==> src/verilog/mcp_pkg.sv <==
/*
 * constants for the module control pin logic: register offsets, field
 * positions and reset values. assumes a plain strobe register port.
 */
// Operation
// transmitter off when pin high or soft bit
// tx-off pin level mirrored to status bit
// pin14 select bit: analog input or open drain
// pin14 output drives active-low interrupt request
// rx-rate output is pin OR soft bit
// rx-rate pin level mirrored to status bit
// aux pin: general output or pulsed reset
// shared pin shows signal loss below threshold
// signal-loss polarity follows config bit 3
// loss deasserts when power exceeds threshold
// signal-absent flag reads actual pin level; code inverts it while config bit 3 set
// config bit 2 set selects tx-rate output
// config bit 4 clear: rx-rate, open drain
// config bit 4 set: general output, configurable drive
// tx-rate pin level mirrored to status bit
// open-drain outputs pull low or release
package mcp_pkg;
    // register offsets
    localparam logic [3:0] ADDR_USER_CTL  = 4'h0;
    localparam logic [3:0] ADDR_OEM_CFG3  = 4'h1;
    localparam logic [3:0] ADDR_OEM_CFG6  = 4'h2;
    localparam logic [3:0] ADDR_STATUS    = 4'h3;
    localparam logic [3:0] ADDR_SOFT_CTL  = 4'h4;
    localparam logic [3:0] ADDR_RESET_CTL = 4'h5;
    localparam logic [3:0] ADDR_THRESH    = 4'h6;

    // user control fields
    localparam int USR_PIN14_OUT_SEL = 4;

    // oem config byte 3 fields
    localparam int CFG3_GPO_LEVEL    = 0;
    localparam int CFG3_GPO_PUSHPULL = 1;
    localparam int CFG3_AUX_GPO_LVL  = 3;
    localparam int CFG3_PIN20_GPO    = 4;
    localparam int CFG3_AUX_IS_RESET = 7;

    // oem config byte 6 fields
    localparam int CFG6_TX_RATE_SEL  = 2;
    localparam int CFG6_LOS_POLARITY = 3;

    // soft control fields
    localparam int SOFT_TX_OFF       = 0;
    localparam int SOFT_RX_RATE      = 1;
    localparam int SOFT_TX_RATE      = 2;

    // status fields
    localparam int STS_TX_OFF_PIN    = 0;
    localparam int STS_RX_RATE_PIN   = 1;
    localparam int STS_TX_RATE_PIN   = 2;
    localparam int STS_SIG_ABSENT    = 3;
    localparam int STS_RESET_ACTIVE  = 4;

    // reset control: bits 0..2 hold the pulse request
    localparam logic [2:0] RESET_REQ_NONE = 3'h0;

    // reset values
    localparam logic [7:0] USER_CTL_RST = 8'h00;
    localparam logic [7:0] OEM_CFG3_RST = 8'h00;
    localparam logic [7:0] OEM_CFG6_RST = 8'h00;
    localparam logic [7:0] SOFT_CTL_RST = 8'h00;
    localparam logic [7:0] THRESH_RST   = 8'h00;
endpackage : mcp_pkg

==> src/verilog/mcp_module_control_pin_logic.sv <==
/*
 * digital pin-function logic: combines hard pins with soft bits, mirrors
 * pin levels to status, and muxes the shared open-drain pins.
 * assumes synchronous pin inputs, a digitised rx power sample and an
 * interrupt request from elsewhere; pin levels resolved outside.
 */
// The register offsets and the address-and-strobe port were chosen for this implementation.
`timescale 1ns/1ps
module mcp_module_control_pin_logic #(
    parameter int DW = 8
) (
    // clock and reset
    input  wire logic          clock,
    input  wire logic          arst_n,
    // register port
    input  wire logic [3:0]    regAddr,
    input  wire logic [DW-1:0] regWrData,
    input  wire logic          regWrStb,
    input  wire logic          regRdStb,
    output logic      [DW-1:0] regRdData,
    // host pins in
    input  wire logic          txOffPin,
    input  wire logic          rxRateSelectPin,
    input  wire logic          txRateSelectPin,
    // front-end
    input  wire logic [DW-1:0] rxPowerInput,
    input  wire logic          irqReq,
    output logic               tx_off_pin,
    output logic               supplySenseEnable,
    // supply-sense or interrupt pin
    output logic               irqPinOut,
    output logic               irqPinOe,
    // aux open-drain pin
    output logic               auxOdPinOut,
    output logic               auxOdPinOe,
    // signal-absent or tx-rate pin
    input  wire logic          sigAbsentPinIn,
    output logic               sigAbsentPinOut,
    output logic               sigAbsentPinOe,
    // rx-rate or general output pin
    output logic               rxRatePinOut,
    output logic               rxRatePinOe,
    // reset pulse request to the timing logic
    output logic [2:0]         resetPulseReq
);

    logic [DW-1:0] userCtl_ff, nxt_userCtl;
    logic [DW-1:0] oem_config_byte_3_ff, nxt_oem_config_byte_3;
    logic [DW-1:0] oem_config_byte_6_ff, nxt_oem_config_byte_6;
    logic [DW-1:0] softCtl_ff, nxt_softCtl;
    logic [DW-1:0] thresh_ff,  nxt_thresh;
    logic [2:0]    resetReq_ff, nxt_resetReq;
    logic [DW-1:0] status_ff,  nxt_status;
    logic [DW-1:0] rdData_ff,  nxt_rdData;
    logic          sigLoss_ff, nxt_sigLoss;
    logic          txRateOut;
    logic          rxRateOut;
    logic          lossDrive;

    // combined functions
    assign tx_off_pin = txOffPin | softCtl_ff[mcp_pkg::SOFT_TX_OFF];
    assign rxRateOut = rxRateSelectPin | softCtl_ff[mcp_pkg::SOFT_RX_RATE];
    assign txRateOut = txRateSelectPin | softCtl_ff[mcp_pkg::SOFT_TX_RATE];
    assign resetPulseReq = resetReq_ff;

    // register writes, loss comparator, status mirror, read data
    always_comb begin
        nxt_userCtl  = userCtl_ff;
        nxt_oem_config_byte_3  = oem_config_byte_3_ff;
        nxt_oem_config_byte_6  = oem_config_byte_6_ff;
        nxt_softCtl  = softCtl_ff;
        nxt_thresh   = thresh_ff;
        nxt_resetReq = resetReq_ff;
        nxt_rdData   = '0;
        if (regWrStb) begin
            case (regAddr)
                mcp_pkg::ADDR_USER_CTL:  nxt_userCtl  = regWrData;
                mcp_pkg::ADDR_OEM_CFG3:  nxt_oem_config_byte_3  = regWrData;
                mcp_pkg::ADDR_OEM_CFG6:  nxt_oem_config_byte_6  = regWrData;
                mcp_pkg::ADDR_SOFT_CTL:  nxt_softCtl  = regWrData;
                mcp_pkg::ADDR_RESET_CTL: nxt_resetReq = regWrData[2:0];
                mcp_pkg::ADDR_THRESH:    nxt_thresh   = regWrData;
                default: ;
            endcase
        end
        // loss while power at or below threshold, clears above it
        nxt_sigLoss = !(rxPowerInput > thresh_ff);
        nxt_status = '0;
        nxt_status[mcp_pkg::STS_TX_OFF_PIN]   = txOffPin;
        nxt_status[mcp_pkg::STS_RX_RATE_PIN]  = rxRateSelectPin;
        nxt_status[mcp_pkg::STS_TX_RATE_PIN]  = txRateSelectPin;
        // pin level xor loss polarity bit, so normal state shown as configured
        nxt_status[mcp_pkg::STS_SIG_ABSENT]   =
            sigAbsentPinIn ^ oem_config_byte_6_ff[mcp_pkg::CFG6_LOS_POLARITY];
        nxt_status[mcp_pkg::STS_RESET_ACTIVE] = (resetReq_ff != mcp_pkg::RESET_REQ_NONE);
        if (regRdStb) begin
            case (regAddr)
                mcp_pkg::ADDR_USER_CTL:  nxt_rdData = userCtl_ff;
                mcp_pkg::ADDR_OEM_CFG3:  nxt_rdData = oem_config_byte_3_ff;
                mcp_pkg::ADDR_OEM_CFG6:  nxt_rdData = oem_config_byte_6_ff;
                mcp_pkg::ADDR_STATUS:    nxt_rdData = status_ff;
                mcp_pkg::ADDR_SOFT_CTL:  nxt_rdData = softCtl_ff;
                mcp_pkg::ADDR_RESET_CTL: nxt_rdData = {{(DW-3){1'b0}}, resetReq_ff};
                mcp_pkg::ADDR_THRESH:    nxt_rdData = thresh_ff;
                default:                 nxt_rdData = '0;
            endcase
        end
    end

    always_ff @(posedge clock or negedge arst_n) begin
        if (!arst_n) begin
            userCtl_ff  <= mcp_pkg::USER_CTL_RST;
            oem_config_byte_3_ff  <= mcp_pkg::OEM_CFG3_RST;
            oem_config_byte_6_ff  <= mcp_pkg::OEM_CFG6_RST;
            softCtl_ff  <= mcp_pkg::SOFT_CTL_RST;
            thresh_ff   <= mcp_pkg::THRESH_RST;
            resetReq_ff <= mcp_pkg::RESET_REQ_NONE;
            status_ff   <= '0;
            rdData_ff   <= '0;
            sigLoss_ff  <= 1'b0;
        end else begin
            userCtl_ff  <= nxt_userCtl;
            oem_config_byte_3_ff  <= nxt_oem_config_byte_3;
            oem_config_byte_6_ff  <= nxt_oem_config_byte_6;
            softCtl_ff  <= nxt_softCtl;
            thresh_ff   <= nxt_thresh;
            resetReq_ff <= nxt_resetReq;
            status_ff   <= nxt_status;
            rdData_ff   <= nxt_rdData;
            sigLoss_ff  <= nxt_sigLoss;
        end
    end

    assign regRdData = rdData_ff;

    // pin muxing; open drain only ever drives low
    always_comb begin
        // pin 14: analog sense or active-low interrupt
        supplySenseEnable = !userCtl_ff[mcp_pkg::USR_PIN14_OUT_SEL];
        irqPinOut = 1'b0;
        irqPinOe  = userCtl_ff[mcp_pkg::USR_PIN14_OUT_SEL] & irqReq;
        // aux pin: reset pulse pulls low, else general level
        auxOdPinOut = 1'b0;
        if (oem_config_byte_3_ff[mcp_pkg::CFG3_AUX_IS_RESET])
            auxOdPinOe = (resetReq_ff != mcp_pkg::RESET_REQ_NONE);
        else
            auxOdPinOe = !oem_config_byte_3_ff[mcp_pkg::CFG3_AUX_GPO_LVL];
        // shared loss / tx-rate pin, polarity on loss only
        if (oem_config_byte_6_ff[mcp_pkg::CFG6_TX_RATE_SEL])
            lossDrive = txRateOut;
        else
            lossDrive = sigLoss_ff ^ oem_config_byte_6_ff[mcp_pkg::CFG6_LOS_POLARITY];
        sigAbsentPinOut = 1'b0;
        sigAbsentPinOe  = !lossDrive;
        // pin 20: rx-rate open drain, or general output
        if (oem_config_byte_3_ff[mcp_pkg::CFG3_PIN20_GPO]) begin
            if (oem_config_byte_3_ff[mcp_pkg::CFG3_GPO_PUSHPULL]) begin
                rxRatePinOut = oem_config_byte_3_ff[mcp_pkg::CFG3_GPO_LEVEL];
                rxRatePinOe  = 1'b1;
            end else begin
                rxRatePinOut = 1'b0;
                rxRatePinOe  = !oem_config_byte_3_ff[mcp_pkg::CFG3_GPO_LEVEL];
            end
        end else begin
            rxRatePinOut = 1'b0;
            rxRatePinOe  = !rxRateOut;
        end
    end

endmodule : mcp_module_control_pin_logic

==> config.mk <==
export PLATFORM = sky130hd
export DESIGN_NAME = mcp_module_control_pin_logic
export DESIGN_NICKNAME = d
export VERILOG_FILES = /design/src/verilog/mcp_pkg.sv /design/src/verilog/mcp_module_control_pin_logic.sv
export SDC_FILE = /design/constraint.sdc
export NUM_CORES = 1
export LEC_CHECK = 0
export ABC_AREA = 0
export BUFFER_PORTS_ARGS = -buffer_cell sky130_fd_sc_hd__buf_4
export CAP_MARGIN = 20
export CORE_UTILIZATION = 35
export CTS_BUF_LIST = sky130_fd_sc_hd__clkbuf_2
export DETAILED_ROUTE_END_ITERATION = 16
export SYNTH_ARGS = -nofsm -noshare
export SYNTH_HDL_FRONTEND = slang
export SYNTH_SLANG_ARGS = --single-unit
==> constraint.sdc <==
create_clock -name clock -period 1.14 [get_ports clock]
set_input_delay 0.228 -clock clock [delete_from_list [all_inputs] [get_ports clock]]
set_output_delay 0.228 -clock clock [all_outputs]
set_load 0.02 [all_outputs]
# Yosys cells after proc, flatten, opt, wreduce, memory -nomap -nowiden
# Index checks and enable logic that the tools add are counted.
# word_totals
regBits,57
out_inout_bits,21
wordCells,44
inputBits,29
# classes
muxes,8
bitwise,6
reduce_logical,14
order_cmp,1
n_eq_ne,6
# op_table
operator,n
one-hot mux 8 bit (7 select lines),1
equality test 4 x 3 -> 1 bit (second input constant),3
AND reduction 2 bit,6
equality test 4 x 2 -> 1 bit (second input constant),2
> comparator 8 bit,1
2-to-1 mux 8 bit,1
zero test 1 bit,6
2-to-1 mux 1 bit,6
equality test 4 x 1 -> 1 bit (second input constant),1
zero test 4 bit,1
OR 1 bit,3
nonzero test 3 bit,1
XOR 1 bit,2
AND 1 bit,1

# Logic depth before layout (Yosys ltp)
# Gate-level depths: netlist of run 1.
# depth
word_depth,3
ltp_mapped,6
ltp_nobuf,6

# Least setup slack after synthesis of run 1
# No wires, ideal clock.
# synth_path
path_type,input to register
startpoint,input regAddr[2]
endpoint,register softCtl_ff[0]
arrival_ns,1.239
stages,5
setup_time_ns,0.125
setup_slack_ns,-0.224
n_path_buf,2
required_time_ns,1.015
path_cell_list,buf_2 -> nand3b_2 -> or3_1 -> buf_4 -> mux2_4
# synth_between
elab_chain_cells,2
# synth_lines
element,line_no,source
from (decl),mcp_module_control_pin_logic.sv:16,"input wire logic [3:0] regAddr,"
equality test 4 x 3 -> 1 bit,mcp_module_control_pin_logic.sv:76,case (regAddr)
AND reduction 2 bit (no source line),--,
to (signal assigned),mcp_module_control_pin_logic.sv:115,softCtl_ff <= mcp_pkg::SOFT_CTL_RST;
to (signal assigned),mcp_module_control_pin_logic.sv:125,softCtl_ff <= nxt_softCtl;
to (decl),mcp_module_control_pin_logic.sv:50,"logic [DW-1:0] softCtl_ff, nxt_softCtl;"
# Every way passes these cells.
# A chain may end at the register's enable or synchronous reset.

# Worst setup path after layout of run 1
# layout_path
startpoint,"register resetReq_ff[1], in the netlist resetPulseReq[1]"
endpoint,output auxOdPinOe
# layout_between
elab_chain_cells,2
# layout_lines
element,line_no,source
from (decl),mcp_module_control_pin_logic.sv:52,"logic [2:0] resetReq_ff, nxt_resetReq;"
from (signal assigned),mcp_module_control_pin_logic.sv:117,resetReq_ff <= mcp_pkg::RESET_REQ_NONE;
from (signal assigned),mcp_module_control_pin_logic.sv:127,resetReq_ff <= nxt_resetReq;
nonzero test 3 bit,mcp_module_control_pin_logic.sv:145,auxOdPinOe = (resetReq_ff != mcp_pkg::RESET_REQ_NONE);
2-to-1 mux 1 bit,mcp_module_control_pin_logic.sv:144,if (oem_config_byte_3_ff[mcp_pkg::CFG3_AUX_IS_RESET])
to (decl),mcp_module_control_pin_logic.sv:35,"output logic auxOdPinOe,"
# Every way passes these cells.

==> impl_metrics.py, run 1 <==
metrics = {
    "routing": {
        "drt_iter0_markers": 130,
        "routed_wl_um": 6990,
        "vias": 2190,
        "avgRoutedWirePerCell_um": 15.5,
        "dr.pass1.iters": 12,
        "via_per_inst": 4.85,
        "antenna_left": 0,
        "drc": 0,
    },
    "grt": {
        "grt_max_degree": 26,
        "antenna_found_initial": 0,
        "grt_pass1_vias": 2256,
        "grt.total_usage_pct": 18.1,
        "grt_pass1_wl_um": 11400,
        "gr-max-usage-layer": "met2",
        "globalRouteMet3Util_pct": 4.10,
        "grt_util_met2_pct": 28.3,
        "grt.met1_usage_pct": 24.7,
        "grt_overflow": 0,
    },
    "synth": {
        "synthCells": 232,
        "synth_top_area_share_pct": 51.2,
        "synth_top_area_cell": "dfrtp_1",
        "ys.flop_type": "dfrtp_1",
        "synth.avg_cell_area_sq_um": 12.0,
        "ys_async_sr_fraction_pct": 100,
        "ys_top_cells_by_area": "dfrtp_1 (51%), mux2_2 (13%), mux2_4 (4.3%)",
        "ys_types": 42,
        "synth_edf_count": 0,
        "syn_area_sq_mm": 0.00278,
        "ys_seq_elements": 57,
        "synth_seq_area_share_pct": 51.2,
        "yosysWarnings": 0,
    },
    "die": {
        "initial_core_util_pct": 36.0,
        "die-area_sq_mm": 0.00831,
        "rows": 32,
        "die_h_um": 91.2,
        "die_w_um": 91.2,
        "core_area_sq_mm": 0.00773,
        "boundaryPins": 50,
    },
    "final_layout": {
        "stdcell_area_sq_mm": 0.00414,
        "n_antenna_cell": 0,
        "fin_util_pct": 53.5,
        "drive_above_1_share_pct": 52.3,
        "finalNonFillerCells": 452,
        "nets": 383,
        "areaGrowthSynthToFinish_pct": 48.6,
        "n_fill_cell": 701,
        "layout_commonest_cell": "buf_4",
        "final_cell_mix": "buf_4 (70), dfrtp_1 (56), mux2_2 (30)",
    },
    "clock_network": {
        "cts_max_level": 3,
        "cts_max_path_buffers": 2,
        "path_clk_slew_ns": 0.17,
        "clk_latency_ns": 0.48,
        "cts_tree": "built",
        "numCtsBuffers": 9,
        "cts-root-buf": "clkbuf_2",
        "clkSinkCount": 57,
    },
    "timing": {
        "finalSetupViolCount": 23,
        "max_freq_mhz": 591,
        "skew_ns": 0.0241,
        "rsz0062_at_grt": "true",
        "fin_ws_ns": -0.553,
        "fin_setup_tns_ns": -5.73,
        "fin_crit_ns": 1.69,
        "finalCritPeriodShare_pct": 149,
        "hold_viol": 0,
        "slew_viol_final": 0,
    },
    "worst_setup_path": {
        "worstPathMaxFanout": 2,
        "r2r_cells": 6,
        "cp-end-kind": "output pin",
        "r2r_slack_ns": -0.27,
        "crit_path_start_kind": "flip-flop",
        "reg2reg_from": "thresh_ff[1]$_DFFE_PN0P_",
        "worstSetupPathType": "flip-flop to output pin",
        "crit_required_ns": 0.91,
        "critical-path-slowest-cell": "dfrtp_1",
        "arrival_ns": 1.46,
        "cp_cell_sequence": "nor3_2 > buf_4 > mux2i_4 > buf_6",
        "startpoint": "resetPulseReq[1]$_DFFE_PN0P_",
        "r2r_end": "sigLoss_ff$_DFF_PN0_",
        "cp_slowest_stage_delay_ns": 0.44,
        "crit_end": "auxOdPinOe",
    },
    "place": {
        "placed_area_sq_mm": 0.00357,
        "portBuffers": 46,
        "gp_congestion": 0.861,
        "hpwlAfterDp_um": 5160,
        "dp.cells": 411,
    },
    "run_status": {
        "violations": "negative setup slack",
        "status": "finished, violations left",
    },
    "power_and_ir_drop": {
        "swShare_pct": 28.9,
        "power_density_mw_per_mm2": 1560,
        "power_mw": 6.46,
        "peakVddDrop_mv": 0.576,
        "leakagePower_nw": 1.93,
        "power.internal_mw": 4.59,
        "p_clk_share_pct": 26.0,
        "power_frac_comb_pct": 32.1,
        "seq_power_share_pct": 41.9,
        "p_switching_mw": 1.87,
    },
    "job": {
        "maxCapViolCount": 0,
    },
    "worst_hold_path": {
        "hold_class": "input pin to flip-flop",
    },
}
==> layout make-up <==
class / count / area, sq um / share of cell area, %
sequential: 57 / 1430 / 34.5
clock buffer: 9 / 45.0 / 1.09
multi-input combinational: 155 / 1390 / 33.5
inverter: 11 / 41.3 / 0.998
clock inverter: 6 / 108 / 2.60
timing repair buffer: 112 / 1000 / 24.2
tap: 102 / 128 / 3.09
==> metrics by stage <==
stage | hold slack (ns) | worst slack (ns)
floorplan | -0.0676 | -0.176
global placement | 0.108 | -0.346
detailed placement | 0.112 | -0.325
CTS | 0.00595 | -0.625
global route | -0.00447 | -0.666
finish | 0.0530 | -0.553
==> flip-flops by register name (all words and copies together), names as in the netlist <==
register              cells
oem_config_byte_6_ff      8
oem_config_byte_3_ff      8
userCtl_ff                8
softCtl_ff                8
regRdData                 8
thresh_ff                 8
sigLoss_ff                1
resetPulseReq             3
status_ff                 5
==> logic make-up after synthesis <==
| logic type | count (synthesis) | share of synthesized area (%) |
|---|---|---|
| buf+inv | 22 | 3.87 |
| compound gates | 46 | 11.7 |
| xor+xnor | 2 | 0.629 |
| flops | 57 | 51.2 |
| other cells | 1 | 0.135 |
| simple gates | 53 | 10.5 |
| fa+ha+maj | 8 | 3.60 |
| mux | 43 | 18.3 |
==> worst min-delay path by stage <==
stage | startpoint | end | slack [ns] | cells past startpoint
after floorplan | arst_n | oem_config_byte_3_ff[0]$_DFFE_PN0P_ | -0.07 | 0
after global placement | arst_n | oem_config_byte_6_ff[5]$_DFFE_PN0P_ | 0.11 | 1
after detailed placement | arst_n | oem_config_byte_3_ff[5]$_DFFE_PN0P_ | 0.11 | 1
after CTS | regWrData[0] | resetPulseReq[0]$_DFFE_PN0P_ | 0.006 | 2
after global routing | rxPowerInput[7] | sigLoss_ff$_DFF_PN0_ | -0.004 | 3
final | rxPowerInput[7] | sigLoss_ff$_DFF_PN0_ | 0.05 | 3
==> power by group through the flow <==
| stage | Sequential [mW] | Combinational, mW | Clock (mW) |
|---|---|---|---|
| finish | 2.70 | 2.08 | 1.68 |
| global route | 2.75 | 2.24 | 1.81 |
| CTS | 2.68 | 1.93 | 1.72 |
| detailed placement | 2.73 | 1.67 | 0 |
| global placement | 2.72 | 1.64 | 0 |
| floorplan | 2.69 | 0.903 | 0 |
==> critical path: cells and delay by family (launching register included) <==
family	cells	cell delay, ns
flip-flops	1	0.44
buffers and inverters	2	0.30
AND/OR/NAND/NOR	1	0.18
multiplexers	1	0.07
==> metal layers <==
layer  share of wire (%)  wire length (um)  vias up
li1                    -                 -     1063
met1                  48              3360     1066
met2                  47              3310       53
met3                 3.1               220        8
met4                 1.4                98        0
met5                   0                 0        -
==> synthesized netlist by cell type, types with 6 or more instances <==
cell type	n
a21oi_1	9
a22o_1	10
a22oi_1	6
dfrtp_1	57
ha_1	8
inv_1	11
mux2_2	32
mux2_4	8
nand2_1	15
nor2_1	8
nor2b_1	8
o21ai_0	9
==> what timing repair did <==
| action | in CTS | in global routing |
|---|---|---|
| setup endpoints to repair | 23 | 26 |
| resized for setup | 26 | 24 |
| gates cloned | 0 | 0 |
| hold buffers | 12 | 1 |
| setup buffers | 9 | 6 |
| endpoints found under the hold margin | 84 | 4 |
| pin swaps | 6 | 11 |
Note: power is estimated with default switching activity, not from simulation.
==> run 2, diff against run 1 <==
Settings changed: CORE_ASPECT_RATIO set to 1.5.
==> run 2 against run 1 <==
The run still ends with negative setup slack left. Worst setup slack worse by 0.043 ns. Hold slack better by 0.040 ns. Non-clock buffer count unchanged. Combinational power down 3%. Critical path depth unchanged. Clock skew down 0.0075 ns. Cell count down 0.22%. Sequential power about the same. Via count up 1.1%. Largest power group unchanged.
==> impl_metrics.py, run 2 (synthesized netlist as in run 1, its figures left out) <==
metrics = {
    "place": {
        "hpwlAfterDp_um": 5170,
        "place_worst_setup_slack_ns": -0.335,
        "dp.cells": 414,
        "gp_congestion": 0.875,
        "portBuffers": 46,
    },
    "routing": {
        "drc": 0,
        "via_per_inst": 4.91,
        "routed_wl_um": 7150,
        "vias": 2215,
        "dr.pass1.iters": 5,
        "antenna_left": 0,
        "drt_iter0_markers": 153,
        "avgRoutedWirePerCell_um": 15.9,
    },
    "final_layout": {
        "finalNonFillerCells": 451,
        "areaGrowthSynthToFinish_pct": 44.1,
        "n_fill_cell": 696,
        "layout_commonest_cell": "buf_4",
        "n_antenna_cell": 0,
        "final_cell_mix": "buf_4 (75), dfrtp_1 (56), mux2_2 (30)",
        "drive_above_1_share_pct": 50.7,
        "fin_util_pct": 52.4,
        "nets": 383,
    },
    "worst_setup_path": {
        "crit_path_start_kind": "flip-flop",
        "critical-path-slowest-cell": "dfrtp_1",
        "crit_required_ns": 0.91,
        "crit_buf_inv": 2,
        "cp_cell_sequence": "nor3_2 > buf_4 > mux2i_4 > buf_6",
        "worstSetupPathType": "flip-flop to output pin",
        "cp_slowest_stage_delay_ns": 0.44,
        "cp-end-kind": "output pin",
        "worstPathMaxFanout": 3,
        "arrival_ns": 1.51,
        "crit_family": "flip-flops",
    },
    "job": {
        "maxCapViolCount": 0,
    },
    "grt": {
        "grt_max_degree": 31,
        "grt_pass1_vias": 2338,
        "grt_pass1_wl_um": 11700,
        "antenna_found_initial": 0,
        "grt_overflow": 0,
        "grt.total_usage_pct": 19.4,
    },
    "timing": {
        "fin_setup_tns_ns": -5.42,
        "finalCritPeriodShare_pct": 152,
        "rsz0062_at_grt": "true",
        "max_freq_mhz": 576,
        "hold_viol": 0,
        "slew_viol_final": 0,
        "skew_ns": 0.0165,
        "fin_ws_ns": -0.596,
        "finalSetupViolCount": 23,
        "fin_crit_ns": 1.74,
    },
    "power_and_ir_drop": {
        "leakagePower_nw": 1.89,
        "peakVddDrop_mv": 0.584,
        "power_density_mw_per_mm2": 1430,
    },
    "die": {
        "boundaryPins": 50,
        "rows": 39,
        "initial_core_util_pct": 36.3,
        "core_area_sq_mm": 0.00766,
        "die_h_um": 111,
        "die_w_um": 74.8,
        "die-area_sq_mm": 0.00832,
    },
    "clock_network": {
        "cts-root-buf": "clkbuf_2",
        "clkSinkCount": 57,
        "cts_max_level": 3,
        "cts_tree": "built",
        "numCtsBuffers": 9,
        "clk_latency_ns": 0.48,
        "cts_max_path_buffers": 2,
        "path_clk_slew_ns": 0.14,
    },
    "run_status": {
        "status": "finished, violations left",
        "violations": "negative setup slack",
    },
    "worst_hold_path": {
        "hold_class": "input pin to flip-flop",
    },
}
==> run 2: cell type report <==
| type | count | area [sq um] | area share, % |
|---|---|---|---|
| Sequential cell | 57 | 1430 | 35.6 |
| Multi-Input combinational cell | 155 | 1370 | 34.2 |
| Timing Repair Buffer | 112 | 972 | 24.2 |
| Tap cell | 102 | 128 | 3.18 |
| Clock buffer | 13 | 65.1 | 1.62 |
| Inverter | 11 | 41.3 | 1.03 |
| Clock inverter | 1 | 5.00 | 0.125 |
==> run 2: worst paths after layout <==
path / start / end / slack, ns / depth (start not counted)
worst max-delay path: resetPulseReq[1]$_DFFE_PN0P_ / auxOdPinOe / -0.60 / 4
worst min-delay path: rxPowerInput[7] / sigLoss_ff$_DFF_PN0_ / 0.09 / 3
worst max register to register: resetPulseReq[0]$_DFFE_PN0P_ / regRdData[0]$_DFF_PN0_ / -0.30 / 5
worst min register to register: oem_config_byte_6_ff[7]$_DFFE_PN0P_ / oem_config_byte_6_ff[7]$_DFFE_PN0P_ / 0.53 / 1
max in group asynchronous: arst_n / softCtl_ff[4]$_DFFE_PN0P_ / 0.55 / 3
min in group asynchronous: arst_n / userCtl_ff[7]$_DFFE_PN0P_ / 0.11 / 2
==> run 2: per-layer routing <==
layer  vias to the layer above  global-route usage (%)  wire length [um]
met3                         8                    4.64               204
met2                        62                    31.1              3700
met1                      1080                    24.8              3110
met4                         0                    7.17               140
met5                         -                       0                 0
li1                       1065                       -                 -
==> run 2: through the flow <==
stage	hold slack, ns	power [mW]	instance area (sq um)
5_1_grt	0.0700	6.07	4010
2_1_floorplan	-0.0676	3.59	2860
3_3_place_gp	0.0980	4.34	3580
3_5_place_dp	0.102	4.38	3580
4_1_cts	0.0513	5.59	3920
6_report	0.0928	5.73	4010
==> run 2: tightest hold or removal path: stages <==
cell and delay, ns:
buf_4 0.08, ha_1 0.14, o32ai_1 0.09
==> run 2: where the power goes <==
group	internal, mW	switching [mW]
clock network	0.299	0.695
registers	2.42	0.298
logic	1.19	0.820
total	3.92	1.81
==> run 2: timing repair <==
item | CTS | global route
hold buffers | 13 | 0
pin swaps | 5 | 4
setup endpoints to repair | 23 | 23
gates resized for setup | 27 | 13
setup buffers | 6 | 4
hold endpoints to repair | 95 | 0
